[config.mk]
export PLATFORM = sky130hd
export DESIGN_NAME = rsic_top
export DESIGN_NICKNAME = d
export VERILOG_FILES = /design/src/pkg/rsic_pkg.sv /design/src/hdl/rsic_top.sv /design/src/hdl/rsic_busy_lead.sv
export SDC_FILE = /design/constraint.sdc
export NUM_CORES = 1
export LEC_CHECK = 0
export BUFFER_PORTS_ARGS = -buffer_cell sky130_fd_sc_hd__clkbuf_2
export CORE_UTILIZATION = 30
export CTS_BUF_LIST = sky130_fd_sc_hd__clkbuf_4
export DETAILED_ROUTE_END_ITERATION = 12
export PLACE_DENSITY = 0.52
export SKIP_LAST_GASP = 1
export SLEW_MARGIN = 20
export SYNTH_ARGS = -nofsm -noshare
export SYNTH_HDL_FRONTEND = slang
export SYNTH_SLANG_ARGS = --single-unit
[constraint.sdc]
create_clock -name i_clk -period 2.1 [get_ports i_clk]
set_input_delay 0.63 -clock i_clk [delete_from_list [all_inputs] [get_ports i_clk]]
set_output_delay 0.63 -clock i_clk [all_outputs]
set_load 0.05 [all_outputs]
[src/pkg/rsic_pkg.sv]
// Package for the clock status and interrupt control block: map, fields, timing
package rsic_pkg;

    // ==========================================================
    // Register map (byte addresses)
    // ==========================================================
    localparam logic [7:0]  RSIC_OFF_CONTROL    = 8'h00;
    localparam logic [7:0]  RSIC_OFF_STATUS     = 8'h04;
    localparam logic [7:0]  RSIC_OFF_INT_ENABLE = 8'h08;
    localparam logic [7:0]  RSIC_OFF_COMP_LOW   = 8'h0C;
    localparam logic [7:0]  RSIC_OFF_COMP_HIGH  = 8'h10;
    localparam logic [7:0]  RSIC_OFF_KEY0       = 8'h14;
    localparam logic [7:0]  RSIC_OFF_KEY1       = 8'h18;

    // ==========================================================
    // Field positions
    // ==========================================================
    localparam int RSIC_CTL_RUN_BIT      = 0;
    localparam int RSIC_CTL_AUTO_COMP_ENABLE_BIT = 2;
    localparam int RSIC_ST_BUSY_BIT      = 0;
    localparam int RSIC_ST_RUN_BIT       = 1;
    localparam int RSIC_ST_SEC_BIT       = 2;
    localparam int RSIC_ST_MIN_BIT       = 3;
    localparam int RSIC_ST_HOUR_BIT      = 4;
    localparam int RSIC_ST_DAY_BIT       = 5;
    localparam int RSIC_ST_ALARM_BIT     = 6;
    localparam int RSIC_IE_ALARM_BIT     = 3;
    localparam int RSIC_IE_TIMER_BIT     = 2;
    localparam int RSIC_IE_PERIOD_LSB    = 0;

    // ==========================================================
    // Values after reset and constants
    // ==========================================================
    localparam logic [31:0] RSIC_ST_RESERVED_ONES = 32'hFFFFFF80;
    localparam logic [3:0]  RSIC_IE_RESET         = 4'h0;
    localparam logic [7:0]  RSIC_COMP_RESET       = 8'h00;
    localparam logic [15:0] RSIC_COMP_FORBIDDEN   = 16'h7FFF;
    localparam logic [31:0] RSIC_KEY_RESET        = 32'h00000000;
    // Unlock keys: arbitrary values
    localparam logic [31:0] RSIC_UNLOCK_KEY0      = 32'h1234ABCD;
    localparam logic [31:0] RSIC_UNLOCK_KEY1      = 32'h5678EF01;

    // ==========================================================
    // Timing
    // ==========================================================
    localparam int          RSIC_CLK_PERIOD_NS = 100;
    localparam int          RSIC_BUSY_LEAD_US  = 15;
    // Least time: round up
    localparam int          RSIC_BUSY_LEAD_CYC =
        (RSIC_BUSY_LEAD_US * 1000 + RSIC_CLK_PERIOD_NS - 1) / RSIC_CLK_PERIOD_NS;
    localparam logic [7:0]  RSIC_LEAD_CNT_LAST = 8'(RSIC_BUSY_LEAD_CYC - 1);

    // ==========================================================
    // Types
    // ==========================================================
    typedef enum logic [1:0] {
        RSIC_EVERY_SECOND,
        RSIC_EVERY_MINUTE,
        RSIC_EVERY_HOUR,
        RSIC_EVERY_DAY
    } rsic_period_t;

    typedef struct packed {
        logic day;
        logic hour;
        logic minute;
        logic second;
    } rsic_incr_t;

endpackage

[src/hdl/rsic_top.sv]
// Clock status, interrupt enable, write protection and compensation registers
//
// Function
// - Status writes blocked until both keys correct
// - Alarm flag set on alarm while alarm enabled, held
// - Writing one clears alarm flag; zero ignored
// - Day increment flag shown while timer enabled
// - Hour increment flag shown while timer enabled
// - Minute increment flag shown while timer enabled
// - Second increment flag shown while timer enabled
// - Read-only running bit follows counter state
// - Busy during update and 15 us before
// - Interrupt enable writes blocked until unlocked
// - Alarm enable gates alarm match interrupt
// - Timer enable gates periodic interrupts
// - Period selector: second, minute, hour, day
// - Low compensation byte writes blocked until unlocked
// - Low and high bytes form compensation value
// - Compensation applied only with auto enable
// - Two's complement value; 7FFF is refused
// - Run control bit stops, resumes; status follows
`timescale 1ns/100ps
module rsic_top
    import rsic_pkg::*;
(
    input  wire logic        i_clk,
    input  wire logic        i_rst,
    input  wire logic [7:0]  i_addr,
    input  wire logic [31:0] i_wdata,
    input  wire logic        i_wr,
    input  wire logic        i_rd,
    output logic      [31:0] o_rdata,
    input  wire logic        i_update_due,
    input  wire logic        i_incr_valid,
    input  wire rsic_incr_t  i_incr,
    input  wire logic        i_alarm_match,
    output logic             o_update,
    output logic             o_run,
    output logic             o_comp_enable,
    output logic      [15:0] o_comp_value,
    output logic             o_irq
);

    // ==========================================================
    // State
    // ==========================================================
    logic [31:0] key0_reg;
    logic [31:0] key0_next;
    logic [31:0] key1_reg;
    logic [31:0] key1_next;
    logic        unlock_reg;
    logic        unlock_next;
    logic        run_reg;
    logic        run_next;
    logic        auto_comp_enable_reg;
    logic        auto_comp_enable_next;
    logic [3:0]  int_en_reg;
    logic [3:0]  int_en_next;
    logic        alarm_flag_reg;
    logic        alarm_flag_next;
    rsic_incr_t  incr_flags_reg;
    rsic_incr_t  incr_flags_next;
    logic        tmr_pend_reg;
    logic        tmr_pend_next;
    logic [7:0]  comp_low_reg;
    logic [7:0]  comp_low_next;
    logic [7:0]  comp_high_reg;
    logic [7:0]  comp_high_next;
    logic [31:0] rdata_reg;
    logic [31:0] rdata_next;
    logic        irq_reg;
    logic        irq_next;
    logic        comp_en_reg;
    logic        comp_en_next;
    logic [15:0] comp_val_reg;
    logic [15:0] comp_val_next;

    logic        busy;
    logic        update_strobe;
    logic        alarm_en;
    logic        timer_en;
    logic [1:0]  period_sel;
    logic        period_hit;
    logic        wr_status;
    logic        wr_int_en;
    logic        wr_ctrl;
    logic        wr_comp_low;
    logic        wr_comp_high;
    logic        rd_status;
    rsic_incr_t  shown_flags;
    logic [31:0] status_word;

    // ==========================================================
    // Update lead timer
    // ==========================================================
    rsic_busy_lead u_busy_lead (
        .i_clk    (i_clk),
        .i_rst    (i_rst),
        .i_due    (i_update_due),
        .i_done   (i_incr_valid),
        .o_busy   (busy),
        .o_update (update_strobe)
    );

    // ==========================================================
    // Decode
    // ==========================================================
    assign alarm_en   = int_en_reg[RSIC_IE_ALARM_BIT];
    assign timer_en   = int_en_reg[RSIC_IE_TIMER_BIT];
    assign period_sel = int_en_reg[RSIC_IE_PERIOD_LSB +: 2];

    assign wr_status    = i_wr && unlock_reg && (i_addr == RSIC_OFF_STATUS);
    assign wr_int_en    = i_wr && unlock_reg && (i_addr == RSIC_OFF_INT_ENABLE);
    assign wr_ctrl      = i_wr && unlock_reg && (i_addr == RSIC_OFF_CONTROL);
    assign wr_comp_low  = i_wr && unlock_reg && (i_addr == RSIC_OFF_COMP_LOW);
    assign wr_comp_high = i_wr && unlock_reg && (i_addr == RSIC_OFF_COMP_HIGH);
    assign rd_status    = i_rd && (i_addr == RSIC_OFF_STATUS);

    always_comb begin
        case (rsic_period_t'(period_sel))
            RSIC_EVERY_SECOND: period_hit = i_incr.second;
            RSIC_EVERY_MINUTE: period_hit = i_incr.minute;
            RSIC_EVERY_HOUR:   period_hit = i_incr.hour;
            RSIC_EVERY_DAY:    period_hit = i_incr.day;
            default:           period_hit = 1'b0;
        endcase
    end

    // flags read zero with timer off
    assign shown_flags = timer_en ? incr_flags_reg : rsic_incr_t'(4'h0);

    always_comb begin
        status_word                    = RSIC_ST_RESERVED_ONES;
        status_word[RSIC_ST_ALARM_BIT] = alarm_flag_reg;
        status_word[RSIC_ST_DAY_BIT]   = shown_flags.day;
        status_word[RSIC_ST_HOUR_BIT]  = shown_flags.hour;
        status_word[RSIC_ST_MIN_BIT]   = shown_flags.minute;
        status_word[RSIC_ST_SEC_BIT]   = shown_flags.second;
        status_word[RSIC_ST_RUN_BIT]   = run_reg;
        status_word[RSIC_ST_BUSY_BIT]  = busy;
    end

    // ==========================================================
    // Write protection
    // ==========================================================
    always_comb begin
        key0_next = key0_reg;
        key1_next = key1_reg;
        if (i_wr && (i_addr == RSIC_OFF_KEY0)) begin
            key0_next = i_wdata;
        end
        if (i_wr && (i_addr == RSIC_OFF_KEY1)) begin
            key1_next = i_wdata;
        end
        unlock_next = (key0_next == RSIC_UNLOCK_KEY0) && (key1_next == RSIC_UNLOCK_KEY1);
    end

    // ==========================================================
    // Control, enables, compensation
    // ==========================================================
    always_comb begin
        run_next       = run_reg;
        auto_comp_enable_next  = auto_comp_enable_reg;
        int_en_next    = int_en_reg;
        comp_low_next  = comp_low_reg;
        comp_high_next = comp_high_reg;
        if (wr_ctrl) begin
            run_next      = i_wdata[RSIC_CTL_RUN_BIT];
            auto_comp_enable_next = i_wdata[RSIC_CTL_AUTO_COMP_ENABLE_BIT];
        end
        if (wr_int_en) begin
            int_en_next = i_wdata[3:0];
        end
        // refuse a write that would form the forbidden value
        if (wr_comp_low && ({comp_high_reg, i_wdata[7:0]} != RSIC_COMP_FORBIDDEN)) begin
            comp_low_next = i_wdata[7:0];
        end
        if (wr_comp_high && ({i_wdata[7:0], comp_low_reg} != RSIC_COMP_FORBIDDEN)) begin
            comp_high_next = i_wdata[7:0];
        end
        comp_val_next = {comp_high_next, comp_low_next};
        comp_en_next  = auto_comp_enable_next;
    end

    // ==========================================================
    // Events and interrupt
    // ==========================================================
    always_comb begin
        alarm_flag_next = alarm_flag_reg;
        incr_flags_next = incr_flags_reg;
        tmr_pend_next   = tmr_pend_reg;
        // write one clears; set below wins
        if (wr_status && i_wdata[RSIC_ST_ALARM_BIT]) begin
            alarm_flag_next = 1'b0;
        end
        if (i_alarm_match && alarm_en) begin
            alarm_flag_next = 1'b1;
        end
        // Reading status acknowledges the periodic event
        if (rd_status) begin
            tmr_pend_next = 1'b0;
        end
        if (i_incr_valid) begin
            incr_flags_next = i_incr;
            if (timer_en && period_hit) begin
                tmr_pend_next = 1'b1;
            end
        end
        irq_next = (alarm_flag_next && int_en_next[RSIC_IE_ALARM_BIT]) ||
                   (tmr_pend_next && int_en_next[RSIC_IE_TIMER_BIT]);
    end

    // ==========================================================
    // Read port
    // ==========================================================
    always_comb begin
        rdata_next = 32'h00000000;
        if (i_rd) begin
            case (i_addr)
                RSIC_OFF_CONTROL: begin
                    rdata_next[RSIC_CTL_RUN_BIT]      = run_reg;
                    rdata_next[RSIC_CTL_AUTO_COMP_ENABLE_BIT] = auto_comp_enable_reg;
                end
                RSIC_OFF_STATUS:     rdata_next = status_word;
                RSIC_OFF_INT_ENABLE: rdata_next[3:0] = int_en_reg;
                RSIC_OFF_COMP_LOW:   rdata_next[7:0] = comp_low_reg;
                RSIC_OFF_COMP_HIGH:  rdata_next[7:0] = comp_high_reg;
                RSIC_OFF_KEY0:       rdata_next = key0_reg;
                RSIC_OFF_KEY1:       rdata_next = key1_reg;
                default:             rdata_next = 32'h00000000;
            endcase
        end
    end

    // ==========================================================
    // Registers
    // ==========================================================
    always_ff @(posedge i_clk) begin
        if (i_rst) begin
            key0_reg       <= RSIC_KEY_RESET;
            key1_reg       <= RSIC_KEY_RESET;
            unlock_reg     <= 1'b0;
            run_reg        <= 1'b0;
            auto_comp_enable_reg   <= 1'b0;
            int_en_reg     <= RSIC_IE_RESET;
            alarm_flag_reg <= 1'b0;
            incr_flags_reg <= rsic_incr_t'(4'h0);
            tmr_pend_reg   <= 1'b0;
            comp_low_reg   <= RSIC_COMP_RESET;
            comp_high_reg  <= RSIC_COMP_RESET;
            rdata_reg      <= 32'h00000000;
            irq_reg        <= 1'b0;
            comp_en_reg    <= 1'b0;
            comp_val_reg   <= 16'h0000;
        end else begin
            key0_reg       <= key0_next;
            key1_reg       <= key1_next;
            unlock_reg     <= unlock_next;
            run_reg        <= run_next;
            auto_comp_enable_reg   <= auto_comp_enable_next;
            int_en_reg     <= int_en_next;
            alarm_flag_reg <= alarm_flag_next;
            incr_flags_reg <= incr_flags_next;
            tmr_pend_reg   <= tmr_pend_next;
            comp_low_reg   <= comp_low_next;
            comp_high_reg  <= comp_high_next;
            rdata_reg      <= rdata_next;
            irq_reg        <= irq_next;
            comp_en_reg    <= comp_en_next;
            comp_val_reg   <= comp_val_next;
        end
    end

    // counters take new time only between updates, software checks busy
    assign o_update      = update_strobe;
    assign o_run         = run_reg;
    assign o_comp_enable = comp_en_reg;
    assign o_comp_value  = comp_val_reg;
    assign o_irq         = irq_reg;
    assign o_rdata       = rdata_reg;

endmodule

[src/hdl/rsic_busy_lead.sv]
// Busy window: lead time before a time update, then the update strobe
`timescale 1ns/100ps
module rsic_busy_lead
    import rsic_pkg::*;
(
    input  wire logic i_clk,
    input  wire logic i_rst,
    input  wire logic i_due,
    input  wire logic i_done,
    output logic      o_busy,
    output logic      o_update
);

    typedef enum logic [1:0] {
        RSIC_LD_IDLE,
        RSIC_LD_LEAD,
        RSIC_LD_WAIT
    } rsic_lead_state_t;

    rsic_lead_state_t state_reg;
    rsic_lead_state_t state_next;
    logic [7:0]       cnt_reg;
    logic [7:0]       cnt_next;
    logic             busy_reg;
    logic             busy_next;
    logic             upd_reg;
    logic             upd_next;

    // ==========================================================
    // Next state
    // ==========================================================
    always_comb begin
        state_next = state_reg;
        cnt_next   = cnt_reg;
        upd_next   = 1'b0;
        case (state_reg)
            RSIC_LD_IDLE: begin
                if (i_due) begin
                    state_next = RSIC_LD_LEAD;
                    cnt_next   = 8'h00;
                end
            end
            RSIC_LD_LEAD: begin
                if (cnt_reg == RSIC_LEAD_CNT_LAST) begin
                    state_next = RSIC_LD_WAIT;
                    upd_next   = 1'b1;
                end else begin
                    cnt_next = cnt_reg + 8'h01;
                end
            end
            RSIC_LD_WAIT: begin
                // Busy holds until the counters report the update finished
                if (i_done) begin
                    state_next = RSIC_LD_IDLE;
                end
            end
            default: begin
                state_next = RSIC_LD_IDLE;
            end
        endcase
        busy_next = (state_next != RSIC_LD_IDLE);
    end

    always_ff @(posedge i_clk) begin
        if (i_rst) begin
            state_reg <= RSIC_LD_IDLE;
            cnt_reg   <= 8'h00;
            busy_reg  <= 1'b0;
            upd_reg   <= 1'b0;
        end else begin
            state_reg <= state_next;
            cnt_reg   <= cnt_next;
            busy_reg  <= busy_next;
            upd_reg   <= upd_next;
        end
    end

    assign o_busy   = busy_reg;
    assign o_update = upd_reg;

endmodule

==> metrics list <==
* Clock period minus final worst setup slack: 2.00 ns
* Count of input and output buffers: 102
- Final hold vios: 0
- Setup crit end kind: primary output
- Setup repair after global routing left no endpoint under its margin.
* Final critical-path share of the clock period: 95.2%
- The number of global-route vias before repair was 5162.
- Gate family responsible for the most delay along the worst path: flip-flops
* Routed via count divided by cell count: 5.10
- Total of warnings raised by yosys: 0
- Measured along the y axis, the die boundary spans 140 um.
- After detailed routing, the average wire length per cell comes to 18.2 um.
- Ranked by total cell area, the synthesized netlist is headed by dfxtp_1, nand2_1, a21oi_1, mux2i_1, nor2_1.
- Setup slack on the critical path of the routed design comes to 0.102 ns.
- The initialized floorplan defines 50 standard-cell rows.
- Most common cell after layout, fill and taps aside: nand2_1
- The first global-routing pass estimated 29900 um of wire.
* TritonCTS clock tree: done
* PwrDens: 628 mW/mm^2
- FFs w/ async S/R, synth: 0%
- The number of setup buffers added after CTS is 0.
* Number of standard cells after synthesis: 657
* Distinct cell type count of the synthesized netlist: 59
* Worst Path Max Fanout: 4
* R2r startpoint: key1_reg[29]
- Total congestion overflow after global routing: 0
- Post-route insts no fill: 1051
- Number of nets in the finished design: 856
- Highest cell delay on the worst timing path: 0.49 ns
- Result of the run: completed
* Total core area: 0.0187 mm^2
- Post-DP HPWL: 14100 um
- The cell area that synthesis handed to floorplanning was 0.00573 mm^2.
- The min-delay analysis places its worst path in the category input port to register.
* Most used cells in the layout excluding fill and tap cells: nand2_1, dfxtp_1, clkbuf_2
- R2R Setup Slk: 0.14 ns
- Slew at the pin closest to its max-slew limit: 0.648 ns
- CTS built an H-tree with a depth of 4.
* Worst-path cell with the longest stage delay: dfxtp_1
- Data arrival time of the critical path: 1.37 ns
- Remaining DRCs: 0
- Number of antenna-violating nets in the routed design: 0
- Vias post-DR: 5360
- Maximum count of clock buffers along a single path: 2
- Worst Skew: 0.0236 ns
- The clock net in this run drives a total of 138 sinks.
* Reported max-cap violation count: 0
* Cell area reported after detailed placement: 0.00703 mm^2
- The worst register-to-register path ends at unlock_reg.
* Syn avg cell area: 8.72 um^2
- The worst hold path passes through 3 cells.
- The routed design has 19100 um of wire.
- Post-Layout Inst Area: 0.00729 mm^2
* Number of enable-type register cells in the synthesized netlist: 0
- The first detailed-routing pass took 7 iterations.
* Number of DRC violations after detailed-routing iteration 0: 514
- Hold Crit Start: i_wdata[11]
- Fmax: 500 MHz
* Width of the die: 140 um
* LEAKAGE: 2.78 nW
- Number of buffers inserted for hold repair after clock tree synthesis: 0
- For this run, the register share of the synthesized area comes to 48.2%.
- For this run, the leading register cell type out of synthesis is dfxtp_1.
* Share of Yosys cell area claimed by the top area cell type: 48.2%
- Including well taps, the total number of placed cells is 1018.
- Required @ worst endpoint: 1.47 ns
- The initial utilization of the core area, before any placement, comes to 30.6%.
- At the end of routability-driven placement, the weighted congestion stood at 0.831.
* Fraction of layout cells with a size suffix above 1: 26.7%
- CP Cell Sequence: clkbuf_2
* Flops & latches, synth: 138
- IR Drop Worst-Case VDD: 0.290 mV
* Count of final setup violators: 0
- Net count of the mapped netlist: 710
- Across every metal layer, demand over resource in global routing totals 20.0%.
- Pre-CTS WS: -0.129 ns
- Antenna violations before repair: 1
- Root Buffer: clkbuf_4
- Buf+Inv Stages, Crit Path: 1
- Clock transition at the register clock pins on the worst setup and hold paths after CTS: 0.14 ns
* Crit path kind: register to primary output
- 103 I/O pins were placed.
* Insertion delay to the later sink of the worst-skew pair: 0.56 ns
* Max Slew Vio Count: 0
- Synthesis-to-finish area growth: 27.2%
* Post-layout util: 39.0%
- WHS Endpoint: key1_reg[11]
- Headroom to the max-slew limit came out at 56.2%.
- TritonCTS created 17 clock buffers.
- Accumulated negative setup slack: 0 ns
- Measured in cells, the most critical reg-to-reg path has a length of 5.
- The floorplan step defined a die boundary enclosing 0.0197 mm^2.
* Resized cells post-CTS: 0
- Crit start category: register
* Maximum number of pins on one net before global-route repair: 63
* Synth area leader: dfxtp_1
==> report_power, final <==
group          switching [mW]  internal (mW)
Sequential             0.0111           2.63
Clock                    1.05          0.604
Combinational           0.171          0.113
==> area by class of cell <==
class,instances,area [um^2]
Clock buffer,18,135
Inverter,4,15.0
Clock inverter,14,123
Sequential cell,138,2760
Timing Repair Buffer,175,1220
Antenna cell,1,2.50
Fill cell,1951,11400
Multi-Input combinational cell,467,2740
Tap cell,234,293
==> per-stage QoR <==
| step | hold WS [ns] | power [mW] |
|---|---|---|
| 6_report | 0.311 | 4.57 |
| 2_1_floorplan | 0.437 | 2.79 |
| 3_3_place_gp | 0.452 | 2.98 |
| 3_5_place_dp | 0.458 | 2.98 |
| 5_1_grt | 0.278 | 4.76 |
| 4_1_cts | 0.268 | 4.62 |
==> kinds of logic (layout without fill, tap and decap cells) <==
kind of cell / count (synthesis) / in the layout / share of synthesized area (%)
fa+ha+maj: 2 / 2 / 0.437
other cells: 0 / 1 / 0
compound gates: 127 / 127 / 14.8
mux: 31 / 31 / 5.68
xor+xnor: 6 / 6 / 0.917
simple gates: 301 / 301 / 25.9
buf+inv: 52 / 211 / 4.04
flops: 138 / 138 / 48.2
==> synth_stat cells, types with 3 or more instances <==
cell type,number
nand2_1,144
a31oi_1,4
clkbuf_1,24
a32oi_1,3
nor4bb_1,7
a222oi_1,6
and4_1,3
nor3_1,9
nand4b_1,3
a221oi_1,26
a21oi_1,71
a22oi_1,4
dfxtp_1,138
nor4b_1,5
nor4_1,5
buf_2,19
inv_1,4
and2_1,5
nor2_1,68
mux2i_1,28
and3_1,5
nand4_1,9
and4b_1,4
nand3_1,14
xor2_1,6
==> worst max-delay path by stage <==
stage	endpoint	slack, ns	start	cells after the start
after floorplan	comp_low_reg[2]	0.06	i_addr[4]	7
after global placement	unlock_reg	-0.12	i_addr[2]	6
after detailed placement	unlock_reg	-0.13	i_wdata[25]	7
after CTS	o_comp_value[9]	0.07	comp_high_reg[1]	1
after global routing	unlock_reg	0.05	key1_reg[29]	5
final	o_comp_value[9]	0.10	comp_high_reg[1]	1
==> routing by layer <==
layer  wire length [um]  global-route usage [%]  vias to the layer above
met5                  0                       0                        -
met4                333                    6.71                        0
met3                956                    4.82                       19
met2               8860                    31.5                      151
met1               8930                    26.7                     2552
li1                   -                       -                     2638
No activity file was read; power rests on OpenSTA's default activity.
